File: config.mk
export PLATFORM = sky130hd
export DESIGN_NAME = sba_top
export DESIGN_NICKNAME = d
export VERILOG_FILES = /design/src/pkg/sba_pkg.sv /design/src/rtl/sba_tick.sv /design/src/rtl/sba_top.sv
export VERILOG_INCLUDE_DIRS = /design/src /design/src/pkg
export SDC_FILE = /design/constraint.sdc
export NUM_CORES = 1
export LEC_CHECK = 0
export BUFFER_PORTS_ARGS = -buffer_cell sky130_fd_sc_hd__buf_2
export CAP_MARGIN = 40
export CORE_ASPECT_RATIO = 1.4
export CORE_MARGIN = 2
export CORE_UTILIZATION = 50
export DETAILED_ROUTE_END_ITERATION = 8
export PLACE_DENSITY_LB_ADDON = 0.15
export SLEW_MARGIN = 20
export SYNTH_ARGS = -nofsm -noshare
export SYNTH_HDL_FRONTEND = slang
export SYNTH_HIERARCHICAL = 1
export SYNTH_SLANG_ARGS = --single-unit
File: constraint.sdc
create_clock -name pclk -period 2.14 [get_ports pclk]
set_input_delay 0.107 -clock pclk [delete_from_list [all_inputs] [get_ports pclk]]
set_output_delay 0.107 -clock pclk [all_outputs]
set_load 0.02 [all_outputs]
File: src/pkg/sba_cfg.svh
// constants for the serial bus arbiter and bit timer
// assumes inclusion by bare name from rtl and verification files
`ifndef SBA_CFG_SVH
`define SBA_CFG_SVH
`define SBA_ADDR_CTL      12'h000
`define SBA_ADDR_DAT      12'h004
`define SBA_ADDR_IRQ_STAT 12'h008
`define SBA_ADDR_IRQ_EN   12'h00C
`define SBA_ADDR_IRQ_CLR  12'h010
`define SBA_CTL_OVFL      7
`define SBA_CTL_RUN       6
`define SBA_CTL_FIN       5
`define SBA_CTL_CLK       4
`define SBA_CTL_LOST      3
`define SBA_CTL_MSB       2
`define SBA_CTL_MODE_HI   1
`define SBA_CTL_MODE_LO   0
`define SBA_MODE_IDLE     2'b00
`define SBA_MODE_MEASURE  2'b01
`define SBA_MODE_ARB      2'b10
`define SBA_SAMPLE_BUS    9'h038
`define SBA_SAMPLE_PRE    9'h008
`define SBA_QUARTER       2'h3
`define SBA_IRQ_FIN       0
`define SBA_IRQ_OVFL      1
`define SBA_IRQ_LOST      2
`define SBA_IRQ_W         3
`endif

File: src/pkg/sba_pkg.sv
// types for the serial bus arbiter and bit timer
// uses no macros from the cfg header and does not include it
package sba_pkg;
    typedef struct packed {
        logic        psel;
        logic        penable;
        logic        pwrite;
        logic [11:0] paddr;
        logic [31:0] pwdata;
    } sba_apb_req_t;

    typedef struct packed {
        logic        ovfl;
        logic        run;
        logic        fin;
        logic        clk_sel;
        logic        lost;
        logic [8:0]  count;
        logic [1:0]  mode;
    } sba_stat_t;
endpackage : sba_pkg

File: src/rtl/sba_tick.sv
// quarter-rate tick generator for the arbiter counter
// assumes the prescaled serial clock is given as a one-cycle enable pulse
`timescale 1ns/1ps
`include "sba_cfg.svh"
module sba_tick (
    input  wire logic pclk,
    input  wire logic presetn,
    input  wire logic clk_sel,
    input  wire logic prescaled_tick,
    input  wire logic clear,
    output logic      tick
);
    logic [1:0] div_reg;
    logic       src;

    // pick the source that feeds the divide-by-four
    assign src = clk_sel ? prescaled_tick : 1'b1;

    // divide the chosen source by four; clear realigns the phase
    always_ff @(posedge pclk or negedge presetn) begin
        if (!presetn) begin
            div_reg <= 2'h0;
            tick    <= 1'b0;
        end else if (clear) begin
            div_reg <= 2'h0;
            tick    <= 1'b0;
        end else begin
            tick <= src && (div_reg == `SBA_QUARTER);
            if (src) begin
                div_reg <= div_reg + 2'h1;
            end
        end
    end
endmodule : sba_tick

File: src/rtl/sba_top.sv
// arbiter and bit timer for a single-wire serial bus, apb register slave
// assumes rx_line and tx_internal are synchronous-enough levels
// and prescaled_tick is a one-cycle pulse per prescaled serial clock
//
// Our own choices: the register offsets and the APB slave port.
`timescale 1ns/1ps
`include "sba_cfg.svh"
module sba_top #(
    parameter int CNT_W = 9
) (
    input  wire logic        pclk,
    input  wire logic        presetn,
    input  wire logic        psel,
    input  wire logic        penable,
    input  wire logic        pwrite,
    input  wire logic [11:0] paddr,
    input  wire logic [31:0] pwdata,
    output logic      [31:0] prdata,
    output logic             pready,
    output logic             pslverr,
    input  wire logic        rx_line,
    input  wire logic        tx_internal,
    input  wire logic        prescaled_tick,
    output logic             tx_pin,
    output logic             irq
);
    sba_pkg::sba_apb_req_t req;
    sba_pkg::sba_stat_t    st;

    logic [1:0]       mode_reg;
    logic             clk_sel_reg;
    logic             lost_reg;
    logic             fin_reg;
    logic             run_reg;
    logic             ovfl_reg;
    logic [CNT_W-1:0] cnt_reg;
    logic             armed_reg;
    logic             rx_meta_reg;
    logic             rx_sync_reg;
    logic             rx_prev_reg;
    logic             tx_prev_reg;
    logic [`SBA_IRQ_W-1:0] irq_stat_reg;
    logic [`SBA_IRQ_W-1:0] irq_en_reg;
    logic             tick;
    logic             ctl_wr;
    logic             wr_en;
    logic             rd_en;
    logic             rx_fall;
    logic             rx_rise;
    logic             tx_rise;
    logic             tx_fall;
    logic             fin_set;
    logic             ovfl_set;
    logic             lost_set;
    logic             mode_hi_clr;
    logic [CNT_W-1:0] sample_at;

    // map a register address to its read value
    function automatic logic [31:0] read_mux(input logic [11:0] a,
                                             input sba_pkg::sba_stat_t s,
                                             input logic [2:0] ist,
                                             input logic [2:0] ien);
        logic [31:0] v;
        v = 32'h0000_0000;
        case (a)
            `SBA_ADDR_CTL: begin
                v[`SBA_CTL_OVFL]    = s.ovfl;
                v[`SBA_CTL_RUN]     = s.run;
                v[`SBA_CTL_FIN]     = s.fin;
                v[`SBA_CTL_CLK]     = s.clk_sel;
                v[`SBA_CTL_LOST]    = s.lost;
                v[`SBA_CTL_MSB]     = s.count[8];
                v[`SBA_CTL_MODE_HI:`SBA_CTL_MODE_LO] = s.mode;
            end
            `SBA_ADDR_DAT:      v[7:0] = s.count[7:0];
            `SBA_ADDR_IRQ_STAT: v[2:0] = ist;
            `SBA_ADDR_IRQ_EN:   v[2:0] = ien;
            default:            v = 32'h0000_0000;
        endcase
        return v;
    endfunction : read_mux

    // true for any address this slave decodes
    function automatic logic mapped(input logic [11:0] a);
        return (a == `SBA_ADDR_CTL) || (a == `SBA_ADDR_DAT) ||
               (a == `SBA_ADDR_IRQ_STAT) || (a == `SBA_ADDR_IRQ_EN) ||
               (a == `SBA_ADDR_IRQ_CLR);
    endfunction : mapped

    // bundle bus inputs and visible state
    assign req = '{psel: psel, penable: penable, pwrite: pwrite,
                   paddr: paddr, pwdata: pwdata};
    assign st  = '{ovfl: ovfl_reg, run: run_reg, fin: fin_reg,
                   clk_sel: clk_sel_reg, lost: lost_reg,
                   count: 9'(cnt_reg), mode: mode_reg};

    // bus decodes: reads in setup, writes in access; slave answers in the first access cycle
    assign wr_en  = req.psel && req.penable && req.pwrite && pready;
    assign rd_en  = req.psel && !req.penable && !req.pwrite;
    assign ctl_wr = wr_en && (req.paddr == `SBA_ADDR_CTL);
    assign mode_hi_clr = ctl_wr && !req.pwdata[`SBA_CTL_MODE_HI];

    // rx edge detection runs on the second sync stage; tx edges on tx_internal directly
    assign rx_fall = rx_prev_reg && !rx_sync_reg;
    assign rx_rise = !rx_prev_reg && rx_sync_reg;
    assign tx_rise = !tx_prev_reg && tx_internal;
    assign tx_fall = tx_prev_reg && !tx_internal;
    assign sample_at = clk_sel_reg ? CNT_W'(`SBA_SAMPLE_PRE)
                                   : CNT_W'(`SBA_SAMPLE_BUS);

    // quarter-rate counting tick
    sba_tick u_tick (
        .pclk           (pclk),
        .presetn        (presetn),
        .clk_sel        (clk_sel_reg),
        .prescaled_tick (prescaled_tick),
        .clear          (ctl_wr),
        .tick           (tick)
    );

    // apb answer: one wait-free access phase, error on unmapped address
    always_ff @(posedge pclk or negedge presetn) begin
        if (!presetn) begin
            pready  <= 1'b0;
            pslverr <= 1'b0;
            prdata  <= 32'h0000_0000;
        end else begin
            pready  <= req.psel && !req.penable;
            pslverr <= req.psel && !req.penable && !mapped(req.paddr);
            if (rd_en) begin
                prdata <= read_mux(req.paddr, st, irq_stat_reg, irq_en_reg);
            end
        end
    end

    // software-owned control fields; reserved mode kept by software
    always_ff @(posedge pclk or negedge presetn) begin
        if (!presetn) begin
            mode_reg    <= `SBA_MODE_IDLE;
            clk_sel_reg <= 1'b0;
        end else if (ctl_wr) begin
            mode_reg    <= req.pwdata[`SBA_CTL_MODE_HI:`SBA_CTL_MODE_LO];
            clk_sel_reg <= req.pwdata[`SBA_CTL_CLK];
        end
    end

    // two-stage receive synchroniser and edge history
    always_ff @(posedge pclk or negedge presetn) begin
        if (!presetn) begin
            rx_meta_reg <= 1'b1;
            rx_sync_reg <= 1'b1;
            rx_prev_reg <= 1'b1;
            tx_prev_reg <= 1'b1;
        end else begin
            rx_meta_reg <= rx_line;
            rx_sync_reg <= rx_meta_reg;
            rx_prev_reg <= rx_sync_reg;
            tx_prev_reg <= tx_internal;
        end
    end

    // measurement and arbitration sequencing of the counter
    always_ff @(posedge pclk or negedge presetn) begin
        if (!presetn) begin
            cnt_reg   <= '0;
            run_reg   <= 1'b0;
            armed_reg <= 1'b0;
        end else if (ctl_wr || mode_reg == `SBA_MODE_IDLE) begin
            cnt_reg   <= '0;
            run_reg   <= 1'b0;
            armed_reg <= 1'b0;
        end else if (mode_reg == `SBA_MODE_MEASURE) begin
            if (!clk_sel_reg) begin
                if (rx_fall && !run_reg && !fin_reg) begin
                    run_reg <= 1'b1;
                end else if (rx_fall && run_reg) begin
                    run_reg <= 1'b0;
                end
            end else begin
                if (!rx_sync_reg && !run_reg && !fin_reg) begin
                    run_reg <= 1'b1;
                end else if (rx_rise && run_reg) begin
                    run_reg <= 1'b0;
                end
            end
            if (run_reg && tick) begin
                cnt_reg <= cnt_reg + 1'b1;
            end
        end else if (mode_reg == `SBA_MODE_ARB) begin
            if (tx_rise) begin
                cnt_reg   <= '0;
                run_reg   <= 1'b1;
                armed_reg <= 1'b1;
            end else if (tx_fall && armed_reg) begin
                cnt_reg   <= '0;
                run_reg   <= 1'b0;
                armed_reg <= 1'b0;
            end else if (run_reg && tick) begin
                cnt_reg <= cnt_reg + 1'b1;
                if (cnt_reg == sample_at) begin
                    armed_reg <= 1'b0;           // sample taken
                end
            end
        end
    end

    // event terms for the flags
    assign fin_set  = (mode_reg == `SBA_MODE_MEASURE) && run_reg &&
                      (clk_sel_reg ? rx_rise : rx_fall);
    assign ovfl_set = run_reg && tick && (&cnt_reg);
    assign lost_set = (mode_reg == `SBA_MODE_ARB) && run_reg && armed_reg &&
                      tick && (cnt_reg == sample_at) && !rx_sync_reg;

    // sticky flags; a set in the clearing cycle wins
    always_ff @(posedge pclk or negedge presetn) begin
        if (!presetn) begin
            fin_reg  <= 1'b0;
            ovfl_reg <= 1'b0;
            lost_reg <= 1'b0;
        end else begin
            fin_reg  <= fin_set  || (fin_reg  && !ctl_wr);
            ovfl_reg <= ovfl_set || (ovfl_reg && !ctl_wr);
            lost_reg <= lost_set || (lost_reg && !mode_hi_clr);
        end
    end

    // transmit pin held recessive while arbitration is lost
    always_ff @(posedge pclk or negedge presetn) begin
        if (!presetn) begin
            tx_pin <= 1'b1;
        end else begin
            tx_pin <= tx_internal || lost_set || lost_reg;
        end
    end

    // interrupt status, enable and write-one-to-clear; set beats clear
    always_ff @(posedge pclk or negedge presetn) begin
        if (!presetn) begin
            irq_stat_reg <= '0;
            irq_en_reg   <= '0;
            irq          <= 1'b0;
        end else begin
            irq_stat_reg <= (irq_stat_reg &
                             ~((wr_en && req.paddr == `SBA_ADDR_IRQ_CLR) ?
                               req.pwdata[2:0] : 3'h0)) |
                            {lost_set, ovfl_set, fin_set};
            if (wr_en && req.paddr == `SBA_ADDR_IRQ_EN) begin
                irq_en_reg <= req.pwdata[2:0];
            end
            irq <= |(irq_stat_reg & irq_en_reg);
        end
    end
endmodule : sba_top

==> summary.md, run 1 <==
| Metric | Value |
|---|---|
| Status | `finished clean` |
| Worst setup margin | `roughly 380 ps` |
| DRC | `0` |
| Die width | `between 60 and 70 um` |
| Row cnt | `30` |
| Latest clock arrival within the worst-skew pair | `roughly 300 ps` |
| Area post-placement | `~2600 um^2` |
| Mapped cell area | `2450 um^2` |
| Global route total overflow | `0` |
| Number of synthesized flops with an enable pin | `0` |
| Kind of critical path | `reg -> reg` |
| Gpl congestion | `0.881` |
| TritonCTS clock tree | `built` |
| Number of nets with antenna violations after routing | `0` |
| Routed length per instance | `between 15 and 20 um` |
| Max Freq | `around 570 MHz` |
| Most frequent cells after synthesis | `37 x dfrtp_1, 24 x buf_4, 18 x nand3_1` |
| Crit path largest cell delay | `approximately 540 ps` |
| Core area | `4770 um^2` |
| RSZ-0062 raised after global routing | `no` |
| Post-layout util | `0.577` |
| Post-DP HPWL | `3.81 mm` |
| Yosys top cell area share | `0.378` |
| Synth cell types | `between 50 and 60` |
| # Max-Cap Violations | `0` |
| Final Critical Period | `~1800 ps` |
| GRT Resource Usage Total | `0.202` |
| Antenna violations before repair | `0` |
| Crit-path cells | `or3b_2 -> a21oi_1 -> nor3b_1 -> o31a_1` |
| Effective utilization at floorplan | `0.514` |
| Async SR Flop Fraction | `1.00` |
| Nature of the critical path endpoint | `flop` |
| Period utilization | `0.824` |
| Number of buffers and inverters on the critical path | `0` |
| Syn-to-layout area delta | `12.1%` |
| Top Ports | `88` |
| DRT iter0 DRCs | `about 160` |
| Setup-failing EPs final | `0` |
| WP data required | `2330 ps` |
| Vias per std cell | `around 5.5` |
| Cts bufs inserted | `5` |
| Pwr per Cell Area | `around 570 nW/um^2` |
| Worst-path clk slew | `approximately 90 ps` |
| H-tree depth | `2` |
| Worst Hold Class | `in -> reg` |
| Finished Cell Area | `approximately 2700 um^2` |
| Post-CTS sizing | `0` |
| First-pass GRT wire length | `about 8.5 mm` |
| Max clock buf depth | `2` |
| P_leak | `1.26 nW` |
| Pre-CTS WS | `231 ps` |
| Slowest cell on crit path | `dfstp_2` |
| Relative slew slack | `0.657` |
| Setup TNS | `0 ps` |
| Arr. time, crit path | `between 1500 and 2000 ps` |
| Critical Path Fanout Max | `3` |
| Synth area leaders | `dfrtp_1 38%, buf_4 7.4%, dfstp_2 5.4%` |
| Port bufs | `35` |
| Worst-Margin Slew | `between 500 and 600 ps` |
| Drt pass-1 iters | `4` |
| Antenna cell count | `0` |
| Mapped Cells | `about 240` |
| Syn_area_per_cell | `between 10 and 15 um^2` |
| CP startpoint kind | `flop` |
| Routed via count | `around 1,900` |
| Crit path max-delay family | `compound AO/OA/AOI/OAI gates` |
| Vias in the first global route | `between 1,500 and 2,000` |
| Die ar. | `5490 um^2` |
| Top-count cell post-synth | `dfrtp_1` |
| Routed WL | `between 5 and 6 mm` |
| Sequential area share after synthesis | `0.431` |
| Top FF cell, synth | `dfrtp_1` |
| CTS root buffer | `clkbuf_8` |
| YS warnings | `6` |
| Yosys reg bits | `between 40 and 50` |
| Largest register FFs | `9` |
| Die Ht | `roughly 87 um` |
| Max-slew violations | `0` |
| Final nets | `328` |
| Clock skew | `approximately 6.3 ps` |
| Share of cells above drive strength 1 | `0.275` |
| Worst vdd ir | `between 0.3 and 0.4 mV` |
| Pin count of the biggest net entering global routing | `34` |
| Area leader, netlist | `dfrtp_1` |
| Clock sinks | `between 40 and 50` |
| Fin. Hold Viols | `0` |
kinds of logic after synthesis:
group / Yosys count / synth area share
other: 1 / 0.00153
DFF: 42 / 0.431
buffers and inverters: 41 / 0.104
and+or+nand+nor: 85 / 0.223
muxes: 18 / 0.0822
adders and majority gates: 4 / 0.0204
AOI/OAI and AO/OA: 45 / 0.138
cell type report:
cell class | instances | area, um^2
clock buffers | 5 | 68.8
clock inverters | 3 | 43.8
fillers | 437 | 2020
inverters | 4 | 15.0
multi-input cells | 176 | 1230
flip-flops and latches | 42 | 1060
well taps | 64 | 80.1
repair buffers | 43 | 258
through the flow:
stage                     hold WS (ps)  cells  power (mW)
final                             32.4    337        1.58
after CTS                         27.8    337        1.59
after global routing              31.0    337        1.65
after detailed placement         -3.32    325       0.945
after floorplan                   -189    259       0.925
after global placement           -8.99    325       0.943
per-layer routing:
metal  vias to the layer above  global-route usage  part of all wire
li1                        887                   -                 -
met1                       906               0.232              0.41
met2                        55               0.367              0.52
met3                        10              0.0390             0.045
met4                         0              0.0870             0.024
met5                         -                   0                 0
where the power goes:
group          switching, mW  internal [mW]
sequential           0.00468          0.806
combinational         0.0897         0.0347
clock                  0.295          0.350
layout by cell type, fill, tap and decap left out, drive strengths merged, types with 2 or more instances in the layout:
master and instances:
o31ai 3, dlygate4sd3 4, o21ai 9, mux2 8
buf 39, or4 3, nor4 4, a31o 2
clkbuf 5, nor2b 5, a21boi 2, nand2 11
nand3b 8, and2 3, conb 24, a22oi 2
nand4bb 2, dfstp 5, nor3b 3, mux2i 10
nand2b 6, a222oi 2, a22o 4, nor2 6
a32o 2, and4 2, ha 4, a21oi 11
nand3 19, a32oi 5, inv 5, and3 6
dfrtp 37
timing repair:
item	in CTS	in global routing
buffers inserted	0	0
hold buffers	4	0
hold endpoints to repair	13	0
setup endpoints to repair	0	0
worst paths after layout:
check	start	endpoint	slack, ps	cells after the start
max in group asynchronous	presetn	tx_pin	1230	3
hold / removal	pwdata[4]	clk_sel_reg	30	2
setup reg to reg	rx_prev_reg	run_reg	380	4
setup / recovery	rx_prev_reg	run_reg	380	4
hold reg to reg	rx_meta_reg	rx_sync_reg	360	0
min in group asynchronous	presetn	u_tick/div_reg[1]	200	2
(Power assumes the default switching activity.)
==> inputs of run 2 (changes only) <==
--- a/config.mk
+++ b/config.mk
@@ -10,7 +10,7 @@
 export CAP_MARGIN = 40
 export CORE_ASPECT_RATIO = 1.4
 export CORE_MARGIN = 2
-export CORE_UTILIZATION = 50
+export CORE_UTILIZATION = 45
 export DETAILED_ROUTE_END_ITERATION = 8
 export PLACE_DENSITY_LB_ADDON = 0.15
 export SLEW_MARGIN = 20
==> constraint.sdc (replaced) <==
create_clock -name pclk -period 1.5 [get_ports pclk]
set_input_delay 0.075 -clock pclk [delete_from_list [all_inputs] [get_ports pclk]]
set_output_delay 0.075 -clock pclk [all_outputs]
set_load 0.02 [all_outputs]
==> summary.md, run 2 (same netlist as run 1, synthesis figures left out) <==
| Metric | Value |
|---|---|
| P_leak | `~1.4 nW` |
| Comb pwr share | `0.091` |
| Arr. time, crit path | `1680 ps` |
| Relative slew slack | `0.629` |
| Worst-Margin Slew | `around 550 ps` |
| Kind of critical path | `reg -> reg` |
| Slowest cell on crit path | `dfstp_2` |
| First-pass GRT wire length | `about 9.2 mm` |
| Drt pass-1 iters | `5` |
| Antenna cell count | `0` |
| Pin count of the biggest net entering global routing | `43` |
| Max-slew violations | `0` |
| Syn-to-layout area delta | `27.2%` |
| Net Sw Power | `between 0.5 and 0.6 mW` |
| Gpl congestion | `approximately 0.81` |
| CP startpoint kind | `flop` |
| Latest clock arrival within the worst-skew pair | `~300 ps` |
| TritonCTS clock tree | `built` |
| Crit path largest cell delay | `540 ps` |
| Nature of the critical path endpoint | `flop` |
| Post-Layout Cell Count | `roughly 370` |
| Row cnt | `31` |
| Top Ports | `slightly below 90` |
| Status | `finished clean` |
| Hold depth | `2` |
| Dpl cells | `roughly 350` |
| GRT Resource Usage Total | `0.200` |
| Pwr per Cell Area | `about 730 nW/um^2` |
| Antenna violations before repair | `0` |
| Port bufs | `35` |
| Worst setup margin | `approximately 4.6 ps` |
| Pint | `between 1.5 and 2 mW` |
| Vias per std cell | `between 5 and 6` |
| Setup-failing EPs final | `0` |
| Die Ht | `~91 um` |
| DRT iter0 DRCs | `119` |
| Final nets | `about 360` |
| Worst-case reg-to-reg path depth | `4` |
| Period utilization | `0.997` |
| Max Freq | `about 670 MHz` |
| CTS root buffer | `clkbuf_8` |
| Routed length per instance | `15.8 um` |
| Routed WL | `5.81 mm` |
| Cts bufs inserted | `5` |
| Sequential share of power | `0.511` |
| Clock sinks | `42` |
| Share of cells above drive strength 1 | `0.394` |
| Final Critical Period | `around 1500 ps` |
| Pre-CTS WS | `-269 ps` |
| Power share of the clock group | `0.397` |
| RSZ-0062 raised after global routing | `yes` |
| Die width | `about 66 um` |
| Vias in the first global route | `roughly 1,900` |
| Critical Path Fanout Max | `3` |
| Fin. Hold Viols | `0` |
| Clock skew | `between 4 and 5 ps` |
| DRC | `0` |
| Die ar. | `~6000 um^2` |
| Post-DP HPWL | `4.09 mm` |
| Worst Hold Class | `in -> reg` |
| Worst-path clk slew | `roughly 80 ps` |
| Sw Ratio | `0.241` |
| Effective utilization at floorplan | `0.472` |
| Routed via count | `roughly 2,000` |
| Core area | `5200 um^2` |
| Most common cell after layout, fill and taps aside | `dfrtp_1` |
| Worst vdd ir | `0.365 mV` |
| WP data required | `roughly 1700 ps` |
| Max clock buf depth | `2` |
| Crit-path cells | `or3b_4 -> a21oi_4 -> nor3b_2 -> o31a_1` |
| Largest register FFs | `9` |
| Global route total overflow | `0` |
| Most frequent cells in the layout | `37 x dfrtp_1, 35 x buf_2, 28 x buf_4, 24 x conb_1, 18 x nand3_1` |
| # Max-Cap Violations | `0` |
| Number of nets with antenna violations after routing | `0` |
| H-tree depth | `2` |
[run 2: cell count changes in the layout (fill, tap and decap cells not counted), sizes merged]
cell,previous run,this run
inv,5,4
buf,39,65
dlygate4sd3,4,5
clkbuf,5,8
clkinvlp,0,1
clkinv,1,0
[run 2: timing repair]
action / 4_1_cts / 5_1_grt
endpoints found under the setup margin: 8 / 19
hold buffers: 5 / 0
buffers inserted: 1 / 1
pin swaps: 2 / 3
gates cloned: 0 / 2
endpoints found under the hold margin: 41 / 0
resized for setup: 6 / 16
[run 2: layout make-up]
type / count / area [um^2]
clock buffers: 6 / 72.6
clock inverters: 2 / 37.5
fillers: 468 / 2080
inverters: 4 / 20.0
multi-input cells: 176 / 1330
flip-flops and latches: 42 / 1060
well taps: 66 / 82.6
repair buffers: 72 / 517
[run 2: path summary, 6_finish.rpt]
check / start / end / slack (ps)
max: rx_prev_reg / run_reg / 5
max in group asynchronous: presetn / tx_pin / 760
min reg2reg: rx_meta_reg / rx_sync_reg / 360
min: pwdata[4] / clk_sel_reg / 20
max reg2reg: rx_prev_reg / run_reg / 5
min in group asynchronous: presetn / u_tick/div_reg[0] / 370
[run 2: routing by layer]
metal	global-route usage	part of all wire	wire length, um	vias up
li1	-	-	-	948
met1	0.245	0.42	2410	981
met2	0.338	0.52	3050	65
met3	0.0297	0.036	211	10
met4	0.0901	0.024	137	0
met5	0	0	0	-
[run 2: per-stage QoR]
| stage | setup TNS (ps) | cell area, um^2 | power (mW) | hold slack (ps) | util |
|---|---|---|---|---|---|
| 3_3_place_gp | -4380 | 2800 | 1.37 | 177 | 0.538 |
| 3_5_place_dp | -4930 | 2800 | 1.37 | 180 | 0.538 |
| 6_report | 0 | 3120 | 2.26 | 17.5 | 0.600 |
| 2_1_floorplan | -254 | 2560 | 1.32 | -221 | - |
| 5_1_grt | -349 | 3120 | 2.35 | 8.38 | 0.600 |
| 4_1_cts | 0 | 2990 | 2.28 | 10.8 | 0.576 |
[run 2: power by group through the flow]
stage | Sequential [mW] | Clock (mW) | Combinational, mW
after floorplan | 1.18 | 0 | 0.138
after global placement | 1.18 | 0 | 0.189
after detailed placement | 1.18 | 0 | 0.189
after CTS | 1.16 | 0.921 | 0.203
after global routing | 1.16 | 0.964 | 0.227
final | 1.16 | 0.900 | 0.207
[run 2: worst max-delay path, delay by kind of cell, from the launching register on]
| kind | cells | cell delay (ps) |
|---|---|---|
| flops | 1 | 540 |
| simple gates | 2 | 440 |
| compound gates | 2 | 410 |
==> inputs of run 3 (changes only) <==
--- a/config.mk
+++ b/config.mk
@@ -9,7 +9,7 @@
 export BUFFER_PORTS_ARGS = -buffer_cell sky130_fd_sc_hd__buf_2
 export CAP_MARGIN = 40
 export CORE_ASPECT_RATIO = 1.4
-export CORE_MARGIN = 2
+export CORE_MARGIN = 8
 export CORE_UTILIZATION = 45
 export DETAILED_ROUTE_END_ITERATION = 8
 export PLACE_DENSITY_LB_ADDON = 0.15
==> summary.md, run 3 (same netlist as run 1, synthesis figures left out) <==
| Metric | Value |
|---|---|
| Area post-placement | `about 2800 um^2` |
| Final Critical Period | `about 1500 ps` |
| Port bufs | `35` |
| CTS root buffer | `clkbuf_8` |
| Antenna violations before repair | `0` |
| CP startpoint kind | `flop` |
| Setup-failing EPs final | `0` |
| Final nets | `359` |
| DRT iter0 DRCs | `99` |
| Slowest cell on crit path | `dfstp_2` |
| Crit path largest cell delay | `approximately 530 ps` |
| # Max-Cap Violations | `0` |
| Row cnt | `32` |
| Status | `finished clean` |
| Die Ht | `between 100 and 150 um` |
| RSZ-0062 raised after global routing | `yes` |
| Period utilization | `1.00` |
| Fin Hold WS | `47.0 ps` |
| Effective utilization at floorplan | `0.457` |
| # fillers | `between 400 and 500` |
| Gpl congestion | `approximately 0.84` |
| Cts bufs inserted | `5` |
| Die ar. | `~8100 um^2` |
| Clock skew | `between 9 and 10 ps` |
| Top Ports | `88` |
| Post-layout util | `0.581` |
| Max Freq | `~670 MHz` |
| Nature of the critical path endpoint | `flop` |
| Routed WL | `around 6.2 mm` |
| Pwr per Cell Area | `681 nW/um^2` |
| P_leak | `between 1 and 1.5 nW` |
| TritonCTS clock tree | `built` |
| Kind of critical path | `reg -> reg` |
| First-pass GRT wire length | `approximately 9.6 mm` |
| Core area | `between 5000 and 6000 um^2` |
| H-tree depth | `2` |
| Critical Path Fanout Max | `2` |
| Routed length per instance | `around 17 um` |
| Syn-to-layout area delta | `27.3%` |
| Finished Cell Area | `a little over 3000 um^2` |
| Crit path max-delay family | `flip-flops` |
| Routed via count | `between 1,500 and 2,000` |
| Post-DP HPWL | `4.56 mm` |
| Most common cell after layout, fill and taps aside | `dfrtp_1` |
| Latest clock arrival within the worst-skew pair | `around 300 ps` |
| Most frequent cells in the layout | `37 x dfrtp_1, 35 x buf_2, 28 x buf_4, 24 x conb_1, 18 x nand3_1` |
| Clock sinks | `42` |
| Crit-path cells | `or3b_4 -> a21oi_4 -> nor3b_2 -> o31a_1` |
| Largest register FFs | `9` |
| Vias in the first global route | `2,011` |
| Vias per std cell | `about 5.3` |
| Number of nets with antenna violations after routing | `0` |
| Drt pass-1 iters | `6` |
| Die width | `between 70 and 80 um` |
| Global route total overflow | `0` |
| Fin. Hold Viols | `0` |
| GRT Resource Usage Total | `0.150` |
| Worst-path clk slew | `~90 ps` |
| Arr. time, crit path | `1690 ps` |
| Max-slew violations | `0` |
| Pin count of the biggest net entering global routing | `43` |
| Worst vdd ir | `roughly 0.37 mV` |
| Number of buffers and inverters on the critical path | `0` |
| WP data required | `about 1700 ps` |
| DRC | `0` |
| Max clock buf depth | `2` |
| Worst Hold Class | `in -> reg` |
| Share of cells above drive strength 1 | `0.388` |
| Antenna cell count | `0` |
[run 3: worst register-to-register path, delay by kind of cell (launching register included)]
family | cells | cell delay (ps)
simple gates | 2 | 440
compound gates | 2 | 420
flops | 1 | 530
[run 3: final cells by class]
type	count	area, um^2	area share
clock buffers	5	68.8	0.0221
clock inverters	3	21.3	0.00682
inverters	4	22.5	0.00722
multi-input cells	176	1320	0.422
flip-flops and latches	42	1060	0.339
well taps	68	85.1	0.0273
repair buffers	74	547	0.175
[run 3: report_power, final]
| part | switching (mW) | internal (mW) |
|---|---|---|
| clock | 0.420 | 0.327 |
| sequential | 0.00702 | 1.15 |
| combinational | 0.139 | 0.0791 |
[run 3: per-layer routing]
metal	wire, um	global-route usage	share of wire	up-vias
li1	-	-	-	952
met1	2410	0.157	0.39	965
met2	3230	0.273	0.53	49
met3	315	0.0381	0.051	17
met4	196	0.0758	0.032	0
met5	0	0	0	-
[run 3: final timing paths]
check                       startpoint          end  slack (ps)  depth (start not counted)
setup reg to reg           rx_prev_reg      run_reg         0.2                          4
hold reg to reg            rx_meta_reg  rx_sync_reg         370                          0
setup / recovery           rx_prev_reg      run_reg         0.2                          4
max in group asynchronous      presetn  rx_sync_reg         940                          3
hold / removal               pwdata[0]  mode_reg[0]          50                          2
min in group asynchronous      presetn    prdata[2]         270                          3
[run 3: through the flow]
step	setup WS (ps)	setup TNS (ps)	power [mW]	cells
floorplan	-84.9	-254	1.32	259
global placement	-203	-4230	1.38	354
detailed placement	-254	-5540	1.38	354
CTS	-1.30	-1.30	2.14	369
global route	-67.2	-218	2.21	372
finish	0.195	0	2.12	372
[run 3: repair_timing]
item | 4_1_cts | 5_1_grt
buffers inserted | 2 | 1
pin swaps | 2 | 6
gates resized for setup | 6 | 14
endpoints found under the setup margin | 7 | 22
hold endpoints to repair | 46 | 1
cloned | 0 | 2
hold buffers | 5 | 1
